===== src/logic/dcpu_cfg.svh =====
// Purpose: constants for the dac clear, power and update control block
// Assumes: one 100 MHz clock, plain register port, word index addressing
// Notes: offsets are word indices on the register port
//
// Functional notes
// low clear pin clears main and sub dac of every channel
// main clear code gives midscale in twos complement, bottom in offset binary
// one written to system clear clears every main dac output
// channel clear hits only its main dac and acts on the next load
// sub dac cleared only by the pin, always to its midscale
// power down bit at zero powers off reference and dacs, one restores
// power down keeps every register value intact
// system standby sleeps all dacs, reference stays powered
// channel standby sleeps only that channel
// a load copies every input register into its output register together
// load level is sampled at the end of each data write
// load low at sampling updates outputs as part of that write
// host may hold load low or drive it with data timing
// load high at sampling defers update; host waits setup time first
// each channel has a 10 bit main dac and 8 bit sub dac
// four or eight channels
// one coding for all channels, offset binary after reset
// twos complement main code is signed, code zero is the bias point
// twos complement sub code is signed 8 bit
// in byte load mode a data bit picks main or sub per write
// system standby bit is one after reset and one means standby
// channel standby bit zero means standby, one normal
// a deferred update happens when load is driven low
`ifndef DCPU_CFG_SVH
`define DCPU_CFG_SVH

// ==========================================================
// timing
`define DCPU_CLK_PERIOD_NS 10
`define DCPU_LOAD_SETUP_NS 20
`define DCPU_LOAD_SETUP_CYC \
  ((`DCPU_LOAD_SETUP_NS + `DCPU_CLK_PERIOD_NS - 1) / `DCPU_CLK_PERIOD_NS)

// ==========================================================
// register map
`define DCPU_ADDR_SYS 8'h00
`define DCPU_ADDR_STAT 8'h40
`define DCPU_REG_CHCTRL 4'h1
`define DCPU_REG_MAIN 4'h2
`define DCPU_REG_SUB 4'h3
`define DCPU_REG_MOUT 4'h5
`define DCPU_REG_SOUT 4'h6
`define DCPU_REG_BYTE 4'h7

// ==========================================================
// fields
`define DCPU_SYS_CLR_BIT 0
`define DCPU_SYS_CHANNEL_STANDBY_N_BIT_BIT 1
`define DCPU_SYS_PD_N_BIT 2
`define DCPU_SYS_CODE_BIT 3
`define DCPU_SYS_BYTE_BIT 4
`define DCPU_CH_CLR_BIT 0
`define DCPU_CH_CHANNEL_STANDBY_N_BIT_N_BIT 1
`define DCPU_CH_MSEL_BIT 2
`define DCPU_CH_MUX_LSB 3
`define DCPU_BYTE_HALF_BIT 1
`define DCPU_BYTE_MSEL_BIT 0

// ==========================================================
// reset and clear values
`define DCPU_SYS_CHANNEL_STANDBY_N_BIT_RST 1'b1
`define DCPU_SYS_PD_N_RST 1'b1
`define DCPU_SYS_CODE_RST 1'b1
`define DCPU_SYS_BYTE_RST 1'b0
`define DCPU_CH_CLR_RST 1'b0
`define DCPU_CH_CHANNEL_STANDBY_N_BIT_N_RST 1'b1
`define DCPU_CH_MSEL_RST 1'b0
`define DCPU_CH_MUX_RST 2'h0
`define DCPU_MAIN_CLR_TWOS 10'h000
`define DCPU_MAIN_CLR_OBIN 10'h000
`define DCPU_SUB_CLR_TWOS 8'h00
`define DCPU_SUB_CLR_OBIN 8'h80
`define DCPU_MAIN_SIGN 10'h200
`define DCPU_SUB_SIGN 8'h80

`endif


===== src/logic/dcpu_pkg.sv =====
// Purpose: types for the dac clear, power and update control block
// Assumes: nothing beyond the cfg header
// Notes: load sequencing states only
package dcpu_pkg;

  // ==========================================================
  // deferred load sequencing
  typedef enum logic [1:0] {
    LD_IDLE = 2'b00,
    LD_SETUP = 2'b01,
    LD_ARMED = 2'b10
  } dcpu_load_t;

endpackage


===== src/logic/dcpu_ctrl.sv =====
// Purpose: clear, power-down, standby and output update control for a dac bank
// Assumes: inputs synchronous to CLK, NUM_CH is 4 or 8
// Notes: levels on MAIN_LEVEL and SUB_LEVEL are offset binary whatever the coding
`include "dcpu_cfg.svh"

module dcpu_ctrl #(
  // quad or octal bank; other counts leave index bits undecoded
  parameter int NUM_CH = 8,
  parameter int LOAD_SETUP_CYC = `DCPU_LOAD_SETUP_CYC
) (
  input wire logic CLK,
  input wire logic RSTN,
  input wire logic [7:0] ADDR,
  input wire logic [15:0] WDATA,
  input wire logic WR,
  input wire logic RD,
  output logic [15:0] RDATA,
  input wire logic CLEAR_N,
  input wire logic LOAD_OUTPUTS_N,
  output logic [NUM_CH*10-1:0] MAIN_LEVEL,
  output logic [NUM_CH*8-1:0] SUB_LEVEL,
  output logic [NUM_CH-1:0] CH_ACTIVE,
  output logic [NUM_CH*2-1:0] BIAS_SEL,
  output logic REF_ON
);

  // ==========================================================
  // sizing
  // channel index width follows the bank size
  localparam int CH_W = $clog2(NUM_CH);

  // ==========================================================
  // reset release
  logic rst_meta_q;
  logic rst_n_q;

  always_ff @(posedge CLK or negedge RSTN) begin
    if (!RSTN) begin
      rst_meta_q <= 1'b0;
      rst_n_q <= 1'b0;
    end else begin
      rst_meta_q <= 1'b1;
      rst_n_q <= rst_meta_q;
    end
  end

  // ==========================================================
  // decode
  // address split: upper nibble picks the register kind, lower the channel
  logic [3:0] region;
  logic [CH_W-1:0] ch_idx;
  logic ch_ok;

  // write qualifiers, one per writable register kind
  logic wr_sys;
  logic wr_chc;
  logic wr_dat;
  logic wr_byt;
  logic data_wr;

  // clear sources and the codes they force
  logic sys_clr;
  logic hw_clr;
  logic coding_eff;
  logic [9:0] clr_main;
  logic [7:0] clr_sub;

  // system control state
  logic sys_channel_standby_n_bit_q;
  logic pd_n_q;
  logic coding_q;
  logic byte_mode_q;

  // channel control state, one entry per channel
  logic [NUM_CH-1:0] ch_clr_q;
  logic [NUM_CH-1:0] ch_channel_standby_n_bit_n_q;
  logic [NUM_CH-1:0] ch_msel_q;
  logic [1:0] ch_mux_q [NUM_CH];

  assign region = ADDR[7:4];
  assign ch_idx = ADDR[CH_W-1:0];
  assign ch_ok = ((ADDR[3:0] >> CH_W) == 4'h0);
  assign wr_sys = WR && (ADDR == `DCPU_ADDR_SYS);
  assign wr_chc = WR && (region == `DCPU_REG_CHCTRL) && ch_ok;
  // the two loading structures are exclusive so a stray write cannot land twice
  assign wr_dat = WR && (region == `DCPU_REG_MAIN) && ch_ok && !byte_mode_q;
  assign wr_byt = WR && (region == `DCPU_REG_BYTE) && ch_ok && byte_mode_q;
  assign data_wr = wr_dat || wr_byt;
  assign sys_clr = wr_sys && WDATA[`DCPU_SYS_CLR_BIT];
  assign hw_clr = !CLEAR_N;
  // a clear written with a new coding uses the new coding
  assign coding_eff = wr_sys ? WDATA[`DCPU_SYS_CODE_BIT] : coding_q;
  assign clr_main = coding_eff ? `DCPU_MAIN_CLR_OBIN : `DCPU_MAIN_CLR_TWOS;
  assign clr_sub = coding_eff ? `DCPU_SUB_CLR_OBIN : `DCPU_SUB_CLR_TWOS;

  // ==========================================================
  // system control
  // power down only gates outputs; nothing here is reset by it
  always_ff @(posedge CLK or negedge rst_n_q) begin
    if (!rst_n_q) begin
      sys_channel_standby_n_bit_q <= `DCPU_SYS_CHANNEL_STANDBY_N_BIT_RST;
      pd_n_q <= `DCPU_SYS_PD_N_RST;
      coding_q <= `DCPU_SYS_CODE_RST;
      byte_mode_q <= `DCPU_SYS_BYTE_RST;
    end else if (wr_sys) begin
      sys_channel_standby_n_bit_q <= WDATA[`DCPU_SYS_CHANNEL_STANDBY_N_BIT_BIT];
      pd_n_q <= WDATA[`DCPU_SYS_PD_N_BIT];
      coding_q <= WDATA[`DCPU_SYS_CODE_BIT];
      byte_mode_q <= WDATA[`DCPU_SYS_BYTE_BIT];
    end
  end

  // ==========================================================
  // channel control
  always_ff @(posedge CLK or negedge rst_n_q) begin
    if (!rst_n_q) begin
      ch_clr_q <= {NUM_CH{`DCPU_CH_CLR_RST}};
      ch_channel_standby_n_bit_n_q <= {NUM_CH{`DCPU_CH_CHANNEL_STANDBY_N_BIT_N_RST}};
      ch_msel_q <= {NUM_CH{`DCPU_CH_MSEL_RST}};
      for (int i = 0; i < NUM_CH; i++) begin
        ch_mux_q[i] <= `DCPU_CH_MUX_RST;
      end
    end else if (wr_chc) begin
      ch_clr_q[ch_idx] <= WDATA[`DCPU_CH_CLR_BIT];
      ch_channel_standby_n_bit_n_q[ch_idx] <= WDATA[`DCPU_CH_CHANNEL_STANDBY_N_BIT_N_BIT];
      ch_msel_q[ch_idx] <= WDATA[`DCPU_CH_MSEL_BIT];
      ch_mux_q[ch_idx] <= WDATA[`DCPU_CH_MUX_LSB +: 2];
    end
  end

  // ==========================================================
  // input data registers
  logic [9:0] main_in_q [NUM_CH];
  logic [7:0] sub_in_q [NUM_CH];

  always_ff @(posedge CLK or negedge rst_n_q) begin
    if (!rst_n_q) begin
      for (int i = 0; i < NUM_CH; i++) begin
        main_in_q[i] <= `DCPU_MAIN_CLR_OBIN;
        sub_in_q[i] <= `DCPU_SUB_CLR_OBIN;
      end
    end else begin
      for (int i = 0; i < NUM_CH; i++) begin
        if (hw_clr) begin
          // inputs cleared too so a later load cannot bring old data back
          main_in_q[i] <= clr_main;
          sub_in_q[i] <= clr_sub;
        end else if (sys_clr) begin
          main_in_q[i] <= clr_main;
        end else if (wr_dat && (ch_idx == CH_W'(i))) begin
          if (ch_msel_q[i]) begin
            sub_in_q[i] <= WDATA[7:0];
          end else begin
            main_in_q[i] <= WDATA[9:0];
          end
        end else if (wr_byt && (ch_idx == CH_W'(i))) begin
          if (WDATA[`DCPU_BYTE_MSEL_BIT]) begin
            if (!WDATA[`DCPU_BYTE_HALF_BIT]) begin
              sub_in_q[i] <= WDATA[9:2];
            end
          end else if (!WDATA[`DCPU_BYTE_HALF_BIT]) begin
            main_in_q[i][9:2] <= WDATA[9:2];
          end else begin
            main_in_q[i][1:0] <= WDATA[3:2];
          end
        end
      end
    end
  end

  // ==========================================================
  // load sequencing
  dcpu_pkg::dcpu_load_t ld_state_q;
  logic [7:0] setup_cnt_q;
  logic load_n_prev_q;
  logic load_fall;
  logic load_req;
  logic load_pulse_q;

  assign load_fall = load_n_prev_q && !LOAD_OUTPUTS_N;

  always_comb begin
    load_req = 1'b0;
    if (data_wr) begin
      load_req = !LOAD_OUTPUTS_N;
    end else begin
      unique case (ld_state_q)
        dcpu_pkg::LD_IDLE: begin
          load_req = load_fall;
        end
        dcpu_pkg::LD_SETUP: begin
          load_req = 1'b0;
        end
        dcpu_pkg::LD_ARMED: begin
          load_req = !LOAD_OUTPUTS_N;
        end
        default: begin
          load_req = 1'b0;
        end
      endcase
    end
  end

  always_ff @(posedge CLK or negedge rst_n_q) begin
    if (!rst_n_q) begin
      load_n_prev_q <= 1'b1;
    end else begin
      load_n_prev_q <= LOAD_OUTPUTS_N;
    end
  end

  always_ff @(posedge CLK or negedge rst_n_q) begin
    if (!rst_n_q) begin
      ld_state_q <= dcpu_pkg::LD_IDLE;
      setup_cnt_q <= 8'h00;
    end else if (data_wr) begin
      if (LOAD_OUTPUTS_N) begin
        // a new deferred write restarts the setup wait
        ld_state_q <= dcpu_pkg::LD_SETUP;
        setup_cnt_q <= 8'(LOAD_SETUP_CYC - 1);
      end else begin
        ld_state_q <= dcpu_pkg::LD_IDLE;
      end
    end else begin
      unique case (ld_state_q)
        dcpu_pkg::LD_IDLE: begin
          ld_state_q <= dcpu_pkg::LD_IDLE;
        end
        dcpu_pkg::LD_SETUP: begin
          if (setup_cnt_q == 8'h00) begin
            ld_state_q <= dcpu_pkg::LD_ARMED;
          end else begin
            setup_cnt_q <= setup_cnt_q - 8'h01;
          end
        end
        dcpu_pkg::LD_ARMED: begin
          if (!LOAD_OUTPUTS_N) begin
            ld_state_q <= dcpu_pkg::LD_IDLE;
          end
        end
        default: begin
          ld_state_q <= dcpu_pkg::LD_IDLE;
        end
      endcase
    end
  end

  // applied one cycle later so the written word is already in its input register
  always_ff @(posedge CLK or negedge rst_n_q) begin
    if (!rst_n_q) begin
      load_pulse_q <= 1'b0;
    end else begin
      load_pulse_q <= load_req;
    end
  end

  // ==========================================================
  // output dac registers
  logic [9:0] main_out_q [NUM_CH];
  logic [7:0] sub_out_q [NUM_CH];

  always_ff @(posedge CLK or negedge rst_n_q) begin
    if (!rst_n_q) begin
      for (int i = 0; i < NUM_CH; i++) begin
        main_out_q[i] <= `DCPU_MAIN_CLR_OBIN;
        sub_out_q[i] <= `DCPU_SUB_CLR_OBIN;
      end
    end else begin
      for (int i = 0; i < NUM_CH; i++) begin
        if (hw_clr) begin
          main_out_q[i] <= clr_main;
          sub_out_q[i] <= clr_sub;
        end else begin
          if (sys_clr) begin
            main_out_q[i] <= clr_main;
          end else if (load_pulse_q) begin
            // every channel moves in the same edge
            main_out_q[i] <= ch_clr_q[i] ? clr_main : main_in_q[i];
          end
          if (load_pulse_q) begin
            sub_out_q[i] <= sub_in_q[i];
          end
        end
      end
    end
  end

  // ==========================================================
  // analogue facing levels and power
  always_ff @(posedge CLK or negedge rst_n_q) begin
    if (!rst_n_q) begin
      MAIN_LEVEL <= '0;
      SUB_LEVEL <= {NUM_CH{`DCPU_SUB_CLR_OBIN}};
    end else begin
      for (int i = 0; i < NUM_CH; i++) begin
        // flipping the sign bit maps signed code zero onto the bias point
        MAIN_LEVEL[i*10 +: 10] <= coding_q ? main_out_q[i]
                                           : (main_out_q[i] ^ `DCPU_MAIN_SIGN);
        SUB_LEVEL[i*8 +: 8] <= coding_q ? sub_out_q[i]
                                        : (sub_out_q[i] ^ `DCPU_SUB_SIGN);
      end
    end
  end

  always_ff @(posedge CLK or negedge rst_n_q) begin
    if (!rst_n_q) begin
      REF_ON <= 1'b0;
      CH_ACTIVE <= '0;
      BIAS_SEL <= '0;
    end else begin
      REF_ON <= pd_n_q;
      for (int i = 0; i < NUM_CH; i++) begin
        CH_ACTIVE[i] <= pd_n_q && !sys_channel_standby_n_bit_q && ch_channel_standby_n_bit_n_q[i];
        BIAS_SEL[i*2 +: 2] <= ch_mux_q[i];
      end
    end
  end

  // ==========================================================
  // read back
  logic [15:0] rd_val;
  logic [15:0] stat_val;

  // status is read only; a write to its address is ignored
  always_comb begin
    stat_val = 16'h0000;
    stat_val[0] = (ld_state_q != dcpu_pkg::LD_IDLE);
    stat_val[1] = (ld_state_q == dcpu_pkg::LD_ARMED);
    stat_val[2] = hw_clr;
    stat_val[3] = REF_ON;
    stat_val[8 +: NUM_CH] = CH_ACTIVE;
  end

  always_comb begin
    rd_val = 16'h0000;
    if (ADDR == `DCPU_ADDR_SYS) begin
      // system clear is a strobe and reads back as zero
      rd_val[`DCPU_SYS_CHANNEL_STANDBY_N_BIT_BIT] = sys_channel_standby_n_bit_q;
      rd_val[`DCPU_SYS_PD_N_BIT] = pd_n_q;
      rd_val[`DCPU_SYS_CODE_BIT] = coding_q;
      rd_val[`DCPU_SYS_BYTE_BIT] = byte_mode_q;
    end else if (ADDR == `DCPU_ADDR_STAT) begin
      rd_val = stat_val;
    end else if (ch_ok) begin
      unique case (region)
        `DCPU_REG_CHCTRL: begin
          rd_val[`DCPU_CH_CLR_BIT] = ch_clr_q[ch_idx];
          rd_val[`DCPU_CH_CHANNEL_STANDBY_N_BIT_N_BIT] = ch_channel_standby_n_bit_n_q[ch_idx];
          rd_val[`DCPU_CH_MSEL_BIT] = ch_msel_q[ch_idx];
          rd_val[`DCPU_CH_MUX_LSB +: 2] = ch_mux_q[ch_idx];
        end
        `DCPU_REG_MAIN: rd_val[9:0] = main_in_q[ch_idx];
        `DCPU_REG_SUB: rd_val[7:0] = sub_in_q[ch_idx];
        `DCPU_REG_MOUT: rd_val[9:0] = main_out_q[ch_idx];
        `DCPU_REG_SOUT: rd_val[7:0] = sub_out_q[ch_idx];
        default: rd_val = 16'h0000;
      endcase
    end
  end

  always_ff @(posedge CLK or negedge rst_n_q) begin
    if (!rst_n_q) begin
      RDATA <= 16'h0000;
    end else begin
      RDATA <= RD ? rd_val : 16'h0000;
    end
  end

endmodule


===== config.mk =====
export PLATFORM = sky130hd
export DESIGN_NAME = dcpu_ctrl
export DESIGN_NICKNAME = d
export VERILOG_FILES = /design/src/logic/dcpu_pkg.sv /design/src/logic/dcpu_ctrl.sv
export VERILOG_INCLUDE_DIRS = /design/src /design/src/logic
export SDC_FILE = /design/constraint.sdc
export NUM_CORES = 1
export LEC_CHECK = 0
export ABC_AREA = 1
export CAP_MARGIN = 0
export CORE_MARGIN = 2
export CORE_UTILIZATION = 52
export CTS_CLUSTER_SIZE = 28
export DETAILED_ROUTE_END_ITERATION = 8
export DONT_BUFFER_PORTS = 1
export HOLD_SLACK_MARGIN = 0.03
export PLACE_DENSITY = 0.66
export RECOVER_POWER = 100
export SYNTH_ARGS = -nofsm -noshare
export SYNTH_HDL_FRONTEND = slang
export SYNTH_SLANG_ARGS = --single-unit

===== constraint.sdc =====
create_clock -name CLK -period 20.8 [get_ports CLK]
set_clock_uncertainty 0.05 [all_clocks]
set_input_delay 1.04 -clock CLK [delete_from_list [all_inputs] [get_ports CLK]]
set_output_delay 1.04 -clock CLK [all_outputs]
set_load 0.1 [all_outputs]

==> metrics.md <==
| Metric | Value |
|---|---|
| Overall global routing resource usage | `32.17%` |
| Setup repair after global routing missed its margin | `no` |
| Number of fill cells | `3,906` |
| Count of nets after finishing | `2,620` |
| Top fanout value on the critical path | `72` |
| Final hold violation count | `0` |
| Width of the die | `216.5 um` |
| Total placed cells including tap cells | `3,125` |
| Later-pin clock latency in the skew report | `610 ps` |
| Maximum clock frequency | `0.1029 GHz` |
| Mean routed wirelength per cell | `23.31 um` |
| Required time reported for the critical path endpoint | `20,620 ps` |
| Final WL | `75,170 um` |
| Failing checks | `capacitance limit, slew limit` |
| FF-to-FF End | `main_out_q[68]` |
| Buffers & Inverters on Critical Path | `3` |
| Cells resized by post-CTS repair | `0` |
| CP startpoint | `rst_n_q` |
| Sequential area share after synthesis | `56.77%` |
| Post-cts hold buffer count | `0` |
| Layout overhead on the synthesized area | `8.193%` |
| Critical-path cell list | `clkbuf_1, clkbuf_1, clkbuf_1` |
| Average cell area after synthesis | `8.813 sq um` |
| DIE AREA | `46,890 sq um` |
| EDFF count, synth | `0` |
| Synth warnings | `0` |
| Area after detailed placement | `23,750 sq um` |
| TritonCTS Buffers | `54` |
| Antenna Violating Nets Remaining | `0` |
| Worst Setup Slack, final | `11,090 ps` |
| Arrival time at the worst endpoint | `9530 ps` |
| Relative max-transition margin | `-184.2%` |
| Number of cells produced by synthesis | `2,665` |
| Mean number of vias per cell | `6.103` |
| Vertical die dimension | `216.5 um` |
| Status | `complete, but fails checks` |
| Total power per unit cell area | `103.4 nW/um^2` |
| Final TNS setup | `0 ps` |
| Worst reg2reg setup slack | `11,090 ps` |
| Cell family with most CP delay | `buffers and inverters` |
| 1st-iter DRT viols | `2,447` |
| Number of vias after detailed routing | `19,680` |
| ANT cells | `0` |
| Total of buffers placed on input and output ports | `0` |
| Critical setup path kind | `reg2async` |
| Fin crit share | `46.70%` |
| Ports | `215` |
| Core box area | `44,410 sq um` |
| Total congestion overflow after global routing | `0` |
| Async SR Flop Fraction | `100.0%` |
| Setup violations, final | `0` |
| Clock-pin slew of the registers on the worst-case setup and hold paths | `60 ps` |
| Antenna violations before repair | `1` |
| Unique masters post-synth | `48` |
| Primary FF master, synth | `sky130_fd_sc_hd__dfrtp_1` |
| Logic depth of the worst register-to-register path | `3` |
| Worst setup SP type | `flop` |
| Finished Cell Area | `25,410 sq um` |
| Layout cells sized above 1 | `6.343%` |
| Largest buffer count on any clock path | `3` |
| Number of synthesized register bits | `531` |
| Time the final worst path needs with I/O delays and setup | `9714 ps` |
| Cell at the root of the clock tree | `sky130_fd_sc_hd__clkbuf_16` |
| Endpoint class of the critical path | `asynchronous set/reset pin` |
| Total number of placement rows | `77` |
| Routability Congestion | `0.9432` |
| Type of the worst min-delay path | `in2async` |
| Pleak | `0.01184 uW` |
| Number of detailed-routing iterations run before antenna repair | `9` |
| Most repeated library cell on the critical path | `sky130_fd_sc_hd__clkbuf_1` |
| Max-capacitance violation count | `14` |
| First-pass GRT wire length | `114,500 um` |
| Post CTS Setup Buffer Count | `0` |
| Starting Density | `52.88%` |
| Post-Place Worst Slack | `16,290 ps` |
| Post-route DRC violation count | `0` |
| Syn Nets | `2,696` |
| Peak per-stage delay on the critical path | `2730 ps` |
| Clock tree from TritonCTS | `built` |
| Slowest stage cell, crit path | `sky130_fd_sc_hd__clkbuf_1` |
| Source of the worst register-to-register timing path | `rst_n_q` |
| Clock H-tree levels | `2` |
| Clock tree sinks | `531` |
| Post-route insts no fill | `3,225` |
| Worst-case vdd ir drop | `0.09954 mV` |
| Via count of the first global-routing pass | `18,380` |
| Final count of pins violating max slew | `827` |
| HPWL reported at the end of detailed placement | `49,020 um` |
| Netlist Area Pre-Place | `23,490 sq um` |
| Maximum number of pins on one net before global-route repair | `128` |
| Worst-margin pin slew | `4263 ps` |
==> synthesized netlist by cell type, drive strengths merged, types with 7 or more instances <==
cell type	instances	area, sq um
nand2	815	3214
dfrtp	495	12390
nand3	318	1682
o21ai	243	1216
inv	155	581.8
nor2	125	523.0
clkbuf	100	375.4
nand4	92	575.6
o211ai	71	578.1
buf	54	292.8
a21oi	49	264.0
dfstp	36	945.9
o22ai	17	106.4
xnor2	16	140.1
o32ai	15	131.4
a22oi	14	105.1
o21a	8	60.06
clkinv	7	27.52
o2111ai	7	61.31
==> routing by layer <==
layer	wire length [um]	vias up	GRT usage, %	share of wire, %
li1	-	8772	-	-
met3	7846	177	6.793	10
met4	3266	0	13.49	4.3
met2	31700	1066	45.80	42
met5	0	-	0	0
met1	32350	9666	47.78	43
==> sequential cells by signal (all words and copies together) (netlist names), 16 cells and up <==
register,count
RDATA,16
ch_mux_q,16
main_in_q,80
sub_in_q,64
SUB_LEVEL,64
BIAS_SEL,16
MAIN_LEVEL,80
main_out_q,80
sub_out_q,64
==> stage by stage <==
stage	power [uW]	hold slack [ps]	util (%)
after floorplan	1486	281.2	-
after global placement	1553	288.0	53.48
final	2629	84.84	57.22
after CTS	2643	59.92	58.00
after detailed placement	1560	301.1	53.48
after global routing	2718	64.16	57.22
==> cell families after synthesis <==
kind of cell | count (synthesis) | synth area share, %
simple gates | 1362 | 25.89
xor+xnor | 18 | 0.6712
flops | 531 | 56.77
compound gates | 436 | 11.16
buf+inv | 316 | 5.439
fa+ha+maj | 1 | 0.05326
other cells | 1 | 0.01597
==> where the power goes <==
part,internal (uW),leakage [uW],switching [uW]
clock,668,0.000984,419
sequential,1110,0.00711,203
combinational,64.0,0.00375,168
total,1840,0.0118,790
==> worst max-delay path by stage <==
stage	end	slack, ps	cells after the start
after CTS	main_in_q[77]	16900	11
after floorplan	BIAS_SEL[0]	4920	0
final	main_out_q[68]	11090	3
after global routing	main_out_q[58]	9310	3
after global placement	main_in_q[78]	16320	11
after detailed placement	main_in_q[77]	16290	11
==> area by class of cell <==
class,instances,area [sq um],area share (%)
Clock inverter,31,480.5,1.891
Sequential cell,531,13330,52.47
Inverter,162,610.6,2.403
Timing Repair Buffer,22,120.1,0.4727
Clock buffer,69,1529,6.017
Tap cell,592,740.7,2.915
Multi-Input combinational cell,1818,8598,33.84
==> cell usage in the layout, fill, tap and decap left out, types with 12 or more instances in the layout <==
cell / instances
sky130_fd_sc_hd__nor2_1: 116
sky130_fd_sc_hd__nand2_1: 801
sky130_fd_sc_hd__nand2_2: 13
sky130_fd_sc_hd__inv_1: 150
sky130_fd_sc_hd__a21oi_1: 49
sky130_fd_sc_hd__dfrtp_1: 495
sky130_fd_sc_hd__clkbuf_1: 16
sky130_fd_sc_hd__nand4_1: 92
sky130_fd_sc_hd__o21ai_0: 235
sky130_fd_sc_hd__bufinv_16: 12
sky130_fd_sc_hd__nand3_1: 317
sky130_fd_sc_hd__o211ai_1: 71
sky130_fd_sc_hd__dfstp_2: 26
sky130_fd_sc_hd__o32ai_1: 15
sky130_fd_sc_hd__o22ai_1: 17
sky130_fd_sc_hd__clkbuf_16: 55
sky130_fd_sc_hd__a22oi_1: 14
sky130_fd_sc_hd__xnor2_1: 16
Note: power is estimated with default switching activity, not from simulation.
